### config.mk
export PLATFORM = sky130hd
export DESIGN_NAME = bit_test_logic_ops
export DESIGN_NICKNAME = d
export VERILOG_FILES = /design/src/bit_test_pkg.sv /design/src/op_eval.sv /design/src/bit_test_logic_ops.sv
export VERILOG_INCLUDE_DIRS = /design/src
export SDC_FILE = /design/constraint.sdc
export NUM_CORES = 1
export LEC_CHECK = 0
export CORE_ASPECT_RATIO = 1.75
export CORE_UTILIZATION = 62
export CTS_CLUSTER_SIZE = 16
export DETAILED_ROUTE_END_ITERATION = 6
export DONT_BUFFER_PORTS = 1
export GPL_TIMING_DRIVEN = 0
export MAX_ROUTING_LAYER = met4
export PLACE_DENSITY = 0.8
export SLEW_MARGIN = 20
export SYNTH_ARGS = -nofsm -noshare
export SYNTH_HDL_FRONTEND = slang
export SYNTH_SLANG_ARGS = --single-unit
### constraint.sdc
create_clock -name ref_clk -period 1.77 [get_ports ref_clk]
set_input_delay 0.177 -clock ref_clk [delete_from_list [all_inputs] [get_ports ref_clk]]
set_output_delay 0.177 -clock ref_clk [all_outputs]
set_load 0.01 [all_outputs]
### src/bit_test_defines.svh
// opcode, flag position and cycle count constants for the bit test datapath
`ifndef BIT_TEST_DEFINES_SVH
`define BIT_TEST_DEFINES_SVH

// opcode high nibbles of the two-operand groups and of the swap group
`define OPHI_CTEST    4'h6
`define OPHI_ZTEST    4'h7
`define OPHI_XOR      4'hB
`define OPHI_SWAP     4'hF
// lowest and highest low nibble of a two-operand group
`define OPLO_FIRST    4'h2
`define OPLO_SHORT    4'h2
`define OPLO_LAST     4'h6
// lowest and highest low nibble of the swap group
`define OPLO_SWAP_R   4'h0
`define OPLO_SWAP_IR  4'h1
// whole opcodes
`define OPC_HALT      8'h3F
`define OPC_ZTEST_IM  8'h76
`define OPC_SWAP_IR   8'hF1

// flag positions in the six-bit flag vector; FLG_W at 6 lies outside it
`define FLG_C         5
`define FLG_Z         4
`define FLG_S         3
`define FLG_V         2
`define FLG_D         1
`define FLG_H         0
`define FLG_W         6

// cycle counts per instruction form
`define CYC_SHORT     3'h4
`define CYC_LONG      3'h6
`define CYC_ILLEGAL   3'h1
`define CYC_WAIT_UNIT 3'h4

`endif

### src/bit_test_pkg.sv
// types shared by the bit test datapath modules
package bit_test_pkg;

    // sequencer states
    typedef enum logic [1:0] {
        ST_IDLE,
        ST_EXEC,
        ST_WAIT
    } seq_state_t;

    // decoded operation class
    typedef enum logic [2:0] {
        OC_NONE,
        OC_ZTEST,
        OC_CTEST,
        OC_XOR,
        OC_SWAP,
        OC_HALT
    } op_class_t;

endpackage : bit_test_pkg

### src/op_eval.sv
// combinational evaluation of result and zero/sign for one operation class
`timescale 1ns/1ps
`include "bit_test_defines.svh"

module op_eval (
    // decoded operation and operands
    input  wire bit_test_pkg::op_class_t op_class,
    input  wire logic [7:0]              dst,
    input  wire logic [7:0]              src,
    // evaluation result
    output logic [7:0]                   result,
    output logic                         writes_dst,
    output logic                         zero,
    output logic                         sign
);

    // one result path per class; tests only feed the flags
    always_comb begin
        result     = 8'h00;
        writes_dst = 1'b0;
        case (op_class)
            // RL1: mask selects bits checked for zero
            bit_test_pkg::OC_ZTEST: begin
                result = dst & src;
            end
            // RL5: inverted destination under mask
            bit_test_pkg::OC_CTEST: begin
                result = ~dst & src;
            end
            // RL12: xor written back to destination
            bit_test_pkg::OC_XOR: begin
                result     = dst ^ src;
                writes_dst = 1'b1;
            end
            // RL11: halves of the byte exchanged
            bit_test_pkg::OC_SWAP: begin
                result     = {dst[3:0], dst[7:4]};
                writes_dst = 1'b1;
            end
            default: begin
                result     = 8'h00;
                writes_dst = 1'b0;
            end
        endcase
        zero = (result == 8'h00);
        sign = result[7];
    end

endmodule : op_eval

### src/bit_test_logic_ops.sv
// sequencer for swap, masked bit tests, xor and the halt-until-interrupt wait
//
// Summary of operation
// RL1: zero test ANDs destination with mask
// RL2: zero flag set when selected bits zero
// RL3: zero test writes flags only
// RL4: immediate zero test opcode 76, six cycles
// RL5: complement test sets zero when selected ones
// RL6: wait halts execution, transfers continue
// RL7: internal interrupt ends the wait
// RL8: wait opcode 3F lasts multiples of four
// RL9: xor zero and sign from result
// RL10: xor clears overflow, keeps carry, D, H
// RL11: swap exchanges nibbles, indirect opcode F1
// RL12: xor writes result, source untouched
`timescale 1ns/1ps
`include "bit_test_defines.svh"

module bit_test_logic_ops (
    // clock and reset
    input  wire logic       ref_clk,
    input  wire logic       srst,
    // decoded instruction from the decoder
    input  wire logic       exec_start,
    input  wire logic [7:0] exec_opcode,
    input  wire logic [7:0] dst_data,
    input  wire logic [7:0] src_data,
    input  wire logic [5:0] flags_in,
    // interrupt request from the interrupt structure
    input  wire logic       irq_req,
    // sequencing status
    output logic            busy_r,
    output logic            done_r,
    output logic            illegal_r,
    output logic            cpu_halt_r,
    // write-back to register file and flags
    output logic            dst_we_r,
    output logic [7:0]      dst_wdata_r,
    output logic            flags_we_r,
    output logic [5:0]      flags_out_r
);

    // opcode to operation class, shared by the sequencer and the checks
    function automatic bit_test_pkg::op_class_t decode_class(input logic [7:0] op);
        logic [3:0] hi;
        logic [3:0] lo;
        logic       grp;
        hi  = op[7:4];
        lo  = op[3:0];
        grp = (lo >= `OPLO_FIRST) && (lo <= `OPLO_LAST);
        if (op == `OPC_HALT) begin
            decode_class = bit_test_pkg::OC_HALT;
        end else if (hi == `OPHI_ZTEST && grp) begin
            decode_class = bit_test_pkg::OC_ZTEST;
        end else if (hi == `OPHI_CTEST && grp) begin
            decode_class = bit_test_pkg::OC_CTEST;
        end else if (hi == `OPHI_XOR && grp) begin
            decode_class = bit_test_pkg::OC_XOR;
        end else if (hi == `OPHI_SWAP && (lo == `OPLO_SWAP_R || lo == `OPLO_SWAP_IR)) begin
            decode_class = bit_test_pkg::OC_SWAP;
        end else begin
            decode_class = bit_test_pkg::OC_NONE;
        end
    endfunction : decode_class

    // cycle count of one instruction; register-register forms are short
    function automatic logic [2:0] cycles_of(input logic [7:0] op);
        bit_test_pkg::op_class_t cls;
        cls = decode_class(op);
        if (cls == bit_test_pkg::OC_NONE) begin
            cycles_of = `CYC_ILLEGAL;
        end else if (cls == bit_test_pkg::OC_HALT) begin
            cycles_of = `CYC_WAIT_UNIT;
        end else if (cls == bit_test_pkg::OC_SWAP || op[3:0] == `OPLO_SHORT) begin
            cycles_of = `CYC_SHORT;
        end else begin
            cycles_of = `CYC_LONG;
        end
    endfunction : cycles_of

    bit_test_pkg::seq_state_t state_r;
    bit_test_pkg::seq_state_t state_nxt;
    bit_test_pkg::op_class_t  class_r;
    bit_test_pkg::op_class_t  class_nxt;
    bit_test_pkg::op_class_t  dec_class;
    logic [2:0]               cnt_r;
    logic [2:0]               cnt_nxt;
    logic [7:0]               res_r;
    logic [7:0]               res_nxt;
    logic                     wdst_r;
    logic                     wdst_nxt;
    logic [5:0]               flg_r;
    logic [5:0]               flg_nxt;
    logic                     irq_seen_r;
    logic                     irq_seen_nxt;
    logic                     busy_nxt;
    logic                     done_nxt;
    logic                     illegal_nxt;
    logic                     halt_nxt;
    logic                     dst_we_nxt;
    logic [7:0]               dst_wdata_nxt;
    logic                     flags_we_nxt;
    logic [5:0]               flags_out_nxt;
    logic [7:0]               ev_result;
    logic                     ev_writes;
    logic                     ev_zero;
    logic                     ev_sign;
    logic                     start_ok;

    assign dec_class = decode_class(exec_opcode);
    assign start_ok  = exec_start && (state_r == bit_test_pkg::ST_IDLE);

    // operands are evaluated once at acceptance, held until completion
    op_eval op_eval_i (
        .op_class   (dec_class),
        .dst        (dst_data),
        .src        (src_data),
        .result     (ev_result),
        .writes_dst (ev_writes),
        .zero       (ev_zero),
        .sign       (ev_sign)
    );

    // next-state logic of the sequencer and its write-back outputs
    always_comb begin
        state_nxt     = state_r;
        class_nxt     = class_r;
        cnt_nxt       = cnt_r;
        res_nxt       = res_r;
        wdst_nxt      = wdst_r;
        flg_nxt       = flg_r;
        irq_seen_nxt  = irq_seen_r;
        done_nxt      = 1'b0;
        illegal_nxt   = 1'b0;
        dst_we_nxt    = 1'b0;
        dst_wdata_nxt = dst_wdata_r;
        flags_we_nxt  = 1'b0;
        flags_out_nxt = flags_out_r;
        halt_nxt      = cpu_halt_r;
        case (state_r)
            bit_test_pkg::ST_IDLE: begin
                if (start_ok) begin
                    class_nxt = dec_class;
                    cnt_nxt   = cycles_of(exec_opcode) - 3'h1;
                    res_nxt   = ev_result;
                    // RL3: tests never write the destination
                    wdst_nxt  = ev_writes;
                    // carry, decimal-adjust and half-carry pass through
                    flg_nxt   = flags_in;
                    // RL2: zero flag carries the test outcome
                    flg_nxt[`FLG_Z] = ev_zero;
                    // RL9: sign follows result bit 7
                    flg_nxt[`FLG_S] = ev_sign;
                    // RL10: overflow cleared; swap leaves it undefined, kept
                    if (dec_class != bit_test_pkg::OC_SWAP) begin
                        flg_nxt[`FLG_V] = 1'b0;
                    end
                    if (dec_class == bit_test_pkg::OC_HALT) begin
                        // RL6: only instruction execution is gated
                        state_nxt    = bit_test_pkg::ST_WAIT;
                        halt_nxt     = 1'b1;
                        irq_seen_nxt = irq_req;
                    end else begin
                        state_nxt = bit_test_pkg::ST_EXEC;
                    end
                end
            end
            bit_test_pkg::ST_EXEC: begin
                if (cnt_r == 3'h0) begin
                    // RL4: completion after the form's cycle count
                    state_nxt     = bit_test_pkg::ST_IDLE;
                    done_nxt      = 1'b1;
                    illegal_nxt   = (class_r == bit_test_pkg::OC_NONE);
                    dst_we_nxt    = wdst_r;
                    dst_wdata_nxt = res_r;
                    flags_we_nxt  = (class_r != bit_test_pkg::OC_NONE);
                    flags_out_nxt = flg_r;
                end else begin
                    cnt_nxt = cnt_r - 3'h1;
                end
            end
            bit_test_pkg::ST_WAIT: begin
                // request is held so one seen mid-unit is not missed
                irq_seen_nxt = irq_seen_r || irq_req;
                if (cnt_r == 3'h0) begin
                    // RL7: any internal interrupt, fast included, ends the wait
                    if (irq_seen_r || irq_req) begin
                        state_nxt    = bit_test_pkg::ST_IDLE;
                        done_nxt     = 1'b1;
                        halt_nxt     = 1'b0;
                        irq_seen_nxt = 1'b0;
                    end else begin
                        // RL8: wait extends by whole units of four
                        cnt_nxt = `CYC_WAIT_UNIT - 3'h1;
                    end
                end else begin
                    cnt_nxt = cnt_r - 3'h1;
                end
            end
            default: begin
                state_nxt = bit_test_pkg::ST_IDLE;
            end
        endcase
        busy_nxt = (state_nxt != bit_test_pkg::ST_IDLE);
    end

    // registers of the sequencer
    always_ff @(posedge ref_clk) begin
        if (srst) begin
            state_r     <= bit_test_pkg::ST_IDLE;
            class_r     <= bit_test_pkg::OC_NONE;
            cnt_r       <= 3'h0;
            res_r       <= 8'h00;
            wdst_r      <= 1'b0;
            flg_r       <= 6'h00;
            irq_seen_r  <= 1'b0;
            busy_r      <= 1'b0;
            done_r      <= 1'b0;
            illegal_r   <= 1'b0;
            cpu_halt_r  <= 1'b0;
            dst_we_r    <= 1'b0;
            dst_wdata_r <= 8'h00;
            flags_we_r  <= 1'b0;
            flags_out_r <= 6'h00;
        end else begin
            state_r     <= state_nxt;
            class_r     <= class_nxt;
            cnt_r       <= cnt_nxt;
            res_r       <= res_nxt;
            wdst_r      <= wdst_nxt;
            flg_r       <= flg_nxt;
            irq_seen_r  <= irq_seen_nxt;
            busy_r      <= busy_nxt;
            done_r      <= done_nxt;
            illegal_r   <= illegal_nxt;
            cpu_halt_r  <= halt_nxt;
            dst_we_r    <= dst_we_nxt;
            dst_wdata_r <= dst_wdata_nxt;
            flags_we_r  <= flags_we_nxt;
            flags_out_r <= flags_out_nxt;
        end
    end

    // helper state read only by the checks below
    logic [7:0] dq_r;
    logic [7:0] sq_r;
    logic [5:0] fq_r;
    logic [7:0] halt_len_r;
    always_ff @(posedge ref_clk) begin
        if (srst) begin
            dq_r       <= 8'h00;
            sq_r       <= 8'h00;
            fq_r       <= 6'h00;
            halt_len_r <= 8'h00;
        end else begin
            if (start_ok) begin
                dq_r <= dst_data;
                sq_r <= src_data;
                fq_r <= flags_in;
            end
            halt_len_r <= cpu_halt_r ? halt_len_r + 8'h01 : 8'h00;
        end
    end

    property p_zt_no_write;
        @(posedge ref_clk) disable iff (srst)
        done_r && class_r == bit_test_pkg::OC_ZTEST |-> !dst_we_r && flags_we_r;
    endproperty
    a_zt_no_write: assert property (p_zt_no_write) else $error("zero test wrote dst"); // RL3

    property p_zt_zero;
        @(posedge ref_clk) disable iff (srst)
        done_r && class_r == bit_test_pkg::OC_ZTEST
            |-> flags_out_r[`FLG_Z] == ((dq_r & sq_r) == 8'h00);
    endproperty
    a_zt_zero: assert property (p_zt_zero) else $error("zero test Z wrong"); // RL1 RL2

    property p_ct_zero;
        @(posedge ref_clk) disable iff (srst)
        done_r && class_r == bit_test_pkg::OC_CTEST
            |-> flags_out_r[`FLG_Z] == ((dq_r & sq_r) == sq_r) && !dst_we_r;
    endproperty
    a_ct_zero: assert property (p_ct_zero) else $error("complement test Z wrong"); // RL5

    property p_zt_imm_len;
        @(posedge ref_clk) disable iff (srst)
        start_ok && exec_opcode == `OPC_ZTEST_IM |=> !done_r[*6] ##1 done_r;
    endproperty
    a_zt_imm_len: assert property (p_zt_imm_len) else $error("imm zero test not 6 cycles"); // RL4

    property p_halt_enter;
        @(posedge ref_clk) disable iff (srst)
        start_ok && exec_opcode == `OPC_HALT |=> cpu_halt_r[*4];
    endproperty
    a_halt_enter: assert property (p_halt_enter) else $error("halt not held a unit"); // RL6

    property p_halt_units;
        @(posedge ref_clk) disable iff (srst)
        $fell(cpu_halt_r) |-> halt_len_r[1:0] == 2'h0 && halt_len_r != 8'h00 && done_r;
    endproperty
    a_halt_units: assert property (p_halt_units) else $error("wait not multiple of 4"); // RL8

    property p_halt_wake;
        @(posedge ref_clk) disable iff (srst)
        cpu_halt_r && irq_req |-> ##[1:4] !cpu_halt_r;
    endproperty
    a_halt_wake: assert property (p_halt_wake) else $error("interrupt did not end wait"); // RL7

    property p_xor_flags;
        @(posedge ref_clk) disable iff (srst)
        done_r && class_r == bit_test_pkg::OC_XOR
            |-> !flags_out_r[`FLG_V] && flags_out_r[`FLG_S] == (dq_r[7] ^ sq_r[7])
                && flags_out_r[`FLG_Z] == (dq_r == sq_r)
                && flags_out_r[`FLG_C] == fq_r[`FLG_C] && flags_out_r[`FLG_D] == fq_r[`FLG_D]
                && flags_out_r[`FLG_H] == fq_r[`FLG_H];
    endproperty
    a_xor_flags: assert property (p_xor_flags) else $error("xor flags wrong"); // RL9 RL10

    property p_xor_write;
        @(posedge ref_clk) disable iff (srst)
        done_r && class_r == bit_test_pkg::OC_XOR |-> dst_we_r && dst_wdata_r == (dq_r ^ sq_r);
    endproperty
    a_xor_write: assert property (p_xor_write) else $error("xor result wrong"); // RL12

    property p_swap;
        @(posedge ref_clk) disable iff (srst)
        start_ok && exec_opcode == `OPC_SWAP_IR
            |=> ##4 done_r && dst_we_r && dst_wdata_r == {dq_r[3:0], dq_r[7:4]};
    endproperty
    a_swap: assert property (p_swap) else $error("swap wrong"); // RL11

    c_ztest: cover property (@(posedge ref_clk) disable iff (srst)
        done_r && class_r == bit_test_pkg::OC_ZTEST && flags_out_r[`FLG_Z]);
    c_ctest: cover property (@(posedge ref_clk) disable iff (srst)
        done_r && class_r == bit_test_pkg::OC_CTEST);
    c_long_wait: cover property (@(posedge ref_clk) disable iff (srst)
        $fell(cpu_halt_r) && halt_len_r == 8'h08);
    c_xor: cover property (@(posedge ref_clk) disable iff (srst)
        done_r && class_r == bit_test_pkg::OC_XOR);

endmodule : bit_test_logic_ops

==> reports/summary.txt <==
Post-synth top flop - dfxtp_1
commonest cells in the netlist - nand2_1 (54), dfxtp_1 (42), a21oi_1 (31)
via/cell ratio - 6.07
switching power share of the total - 0.290
main combinational cell family by area after synthesis - compound AO/OA/AOI/OAI gates
RSZ-0062 raised after global routing - true
Post-synth EDFFs - 0
Worst EP arrival - 1.87 ns
Power Total - 1.95 mW
max-cap violation count - 0
Achievable Freq - 594 MHz
Hold Crit Depth - 2
FFs w/ async S/R, synth - 0
Period minus WS final - 1.68 ns
post-synth top area share - 0.385
Synth Area in Compound Gates - 0.249
Final #Nets - 326
All-Layer GR Usage - 0.288
GR Overflow Total - 0
Mapped Cells - 278
Seq cells post-synth - 42
Synth Net Count - 318
critical path class - flip-flop to flip-flop
setup slack after placement - -0.190 ns
Worst Path Max Fanout - 3
root buf cell - clkbuf_8
Clock Sinks - 42
worst reg2reg path depth - 8
r2r setup slk - 0.09 ns
Cell Area, Synth - 0.00219 sq mm
Worst-Margin Slew - 0.774 ns
Worst setup SP type - flip-flop
Routed Antenna Nets - 0
Post-Synth Adder-Cell Area - 0.0343
clock power share - 0.325
Core Region - 0.00336 sq mm
Power Density - 814 mW/mm^2
Int Pwr - 1.38 mW
post-synthesis sequential area ratio - 0.385
Die Width - 46.9 microns
Util after Layout - 0.712
Gate power share - 0.153
number of diodes - 0
port buffer count - 0
Vias - 2015
Finished Layout Cells - 332
worst min-delay path class - input pin to flip-flop
share of layout cells above drive strength 1 - 0.0941
clock transition at the registers of the reported paths - 0.09 ns
largest net degree at the start of global routing - 17
post-synthesis simple-gate area fraction - 0.242
RePlAce Congestion - 0.920
yosys warns - 0
Clock Skews - 0.00938 ns
vias in the first global route - 1793
routed len/inst - 15.8 microns
Lkg Pwr - 0.883 nW
Unique masters post-synth - 49
Synth area leader - dfxtp_1
Post-Synth XOR/XNOR Area - 0.0160
top-count cell post-synth - nand2_1
Die Y - 80.5 microns
sequential power share - 0.522
drt first pass iters - 4
DR iter-0 viols - 54
worst setup margin - 0.0874 ns
htree depth - 2
final WL - 5250 microns
Peak VDD IR - 0.684 mV
Initial Util - 0.650
Cells after DPL - 323
CTS max path bufs - 2
first-pass GRT wire length - 7680 microns
outcome - finished clean
# setup viols final - 0
CP required - 1.96 ns
CTS tree - yes
Final Hold Fails - 0
clock buffer count from CTS - 5
initial antenna violation count - 0
P_sw - 0.564 mW
Clk Latency, worst-skew pair - 0.30 ns
post-synthesis mux area share - 0.0229
Hold Slack - 0.00397 ns
period utilisation layout - 0.951
detailed placer's ending HPWL - 3990 microns
Worst slew margin - 0.480
Post-Syn Area per Cell - 7.86 sq um
Area contributors post-synth - dfxtp_1 (38%), nand2_1 (9.3%), a21oi_1 (7.1%)
crit end category - flip-flop
Die ar. - 0.00378 sq mm
final slew viol count - 0
Layout area overhead - 9.50%
Ports - 54
number of remaining DRC errors - 0
num rows - 28
stage by stage:
stage	area (sq um)	setup TNS [ns]
global placement	2240	-0.903
detailed placement	2240	-1.24
floorplan	2190	0
CTS	2350	0
global route	2390	-0.0503
finish	2390	0
worst max-delay path, cell delays in order, from the launching register on:
cell,delay [ns]
dfxtp_1,0.32
inv_1,0.08
ha_2,0.19
nand2b_1,0.09
a21o_1,0.18
a21o_1,0.19
a21oi_1,0.15
nor3_1,0.07
or2_2,0.30
metal layers:
metal	global-route usage	part of all wire	up-vias
met2	0.517	0.57	53
met5	-	0	-
met1	0.278	0.36	950
met3	0.0494	0.037	14
li1	-	-	998
met4	0.143	0.034	0
power by group through the flow:
stage	combinational [mW]	sequential (mW)	clock (mW)
2_1_floorplan	0.218	1.03	0
3_3_place_gp	0.271	1.04	0
3_5_place_dp	0.273	1.04	0
4_1_cts	0.279	1.02	0.643
5_1_grt	0.331	1.02	0.673
6_report	0.299	1.02	0.633
repair_timing:
action / in CTS / in global routing
resized for setup: 3 / 12
buffers inserted: 0 / 1
endpoints found under the hold margin: 1 / 0
pin swaps: 0 / 2
hold buffers: 1 / 0
endpoints found under the setup margin: 6 / 18
layout make-up:
| cell class | count | area (sq um) |
|---|---|---|
| multi-input cells | 208 | 1270 |
| fillers | 301 | 970 |
| flip-flops and latches | 42 | 843 |
| clock buffers | 5 | 68.8 |
| plain buffers | 15 | 63.8 |
| well taps | 45 | 56.3 |
| inverters | 12 | 45.0 |
| clock inverters | 3 | 23.8 |
| repair buffers | 2 | 17.5 |
layout by cell type (no fill, tap or decap), types with 3 or more instances in the layout:
cell type,n
nor2_1,19
and3_1,4
mux2i_1,5
clkbuf_8,5
ha_2,3
a311oi_1,4
nand3_1,4
a21o_1,4
a32oi_1,4
dfxtp_1,40
nand2b_1,3
ha_1,3
a21oi_1,31
clkbuf_1,11
a211oi_1,6
inv_1,12
o21ai_0,7
nor3_1,10
nand2_1,53
state kept, by name, indices dropped and copies added, names as in the netlist, 2 cells and up:
name / count
dst_wdata_r: 7
res_r: 7
flags_out_r: 6
flg_r: 6
class_r: 3
cnt_r: 3
state_r: 2
cells by family (layout without fill, tap and decap cells):
family,count (synthesis),after routing
and+or+nand+nor,113,113
adders and majority gates,6,6
muxes,5,5
DFF,42,42
xor gates and xnor gates,4,4
AOI/OAI and AO/OA,80,80
buffers and inverters,28,37
final timing paths:
path               start        endpoint
max             cnt_r[0]          busy_r
min          flags_in[1]        flg_r[1]
max reg2reg     cnt_r[0]          busy_r
min reg2reg     res_r[6]  dst_wdata_r[6]
No activity file was read; power rests on OpenSTA's default activity.
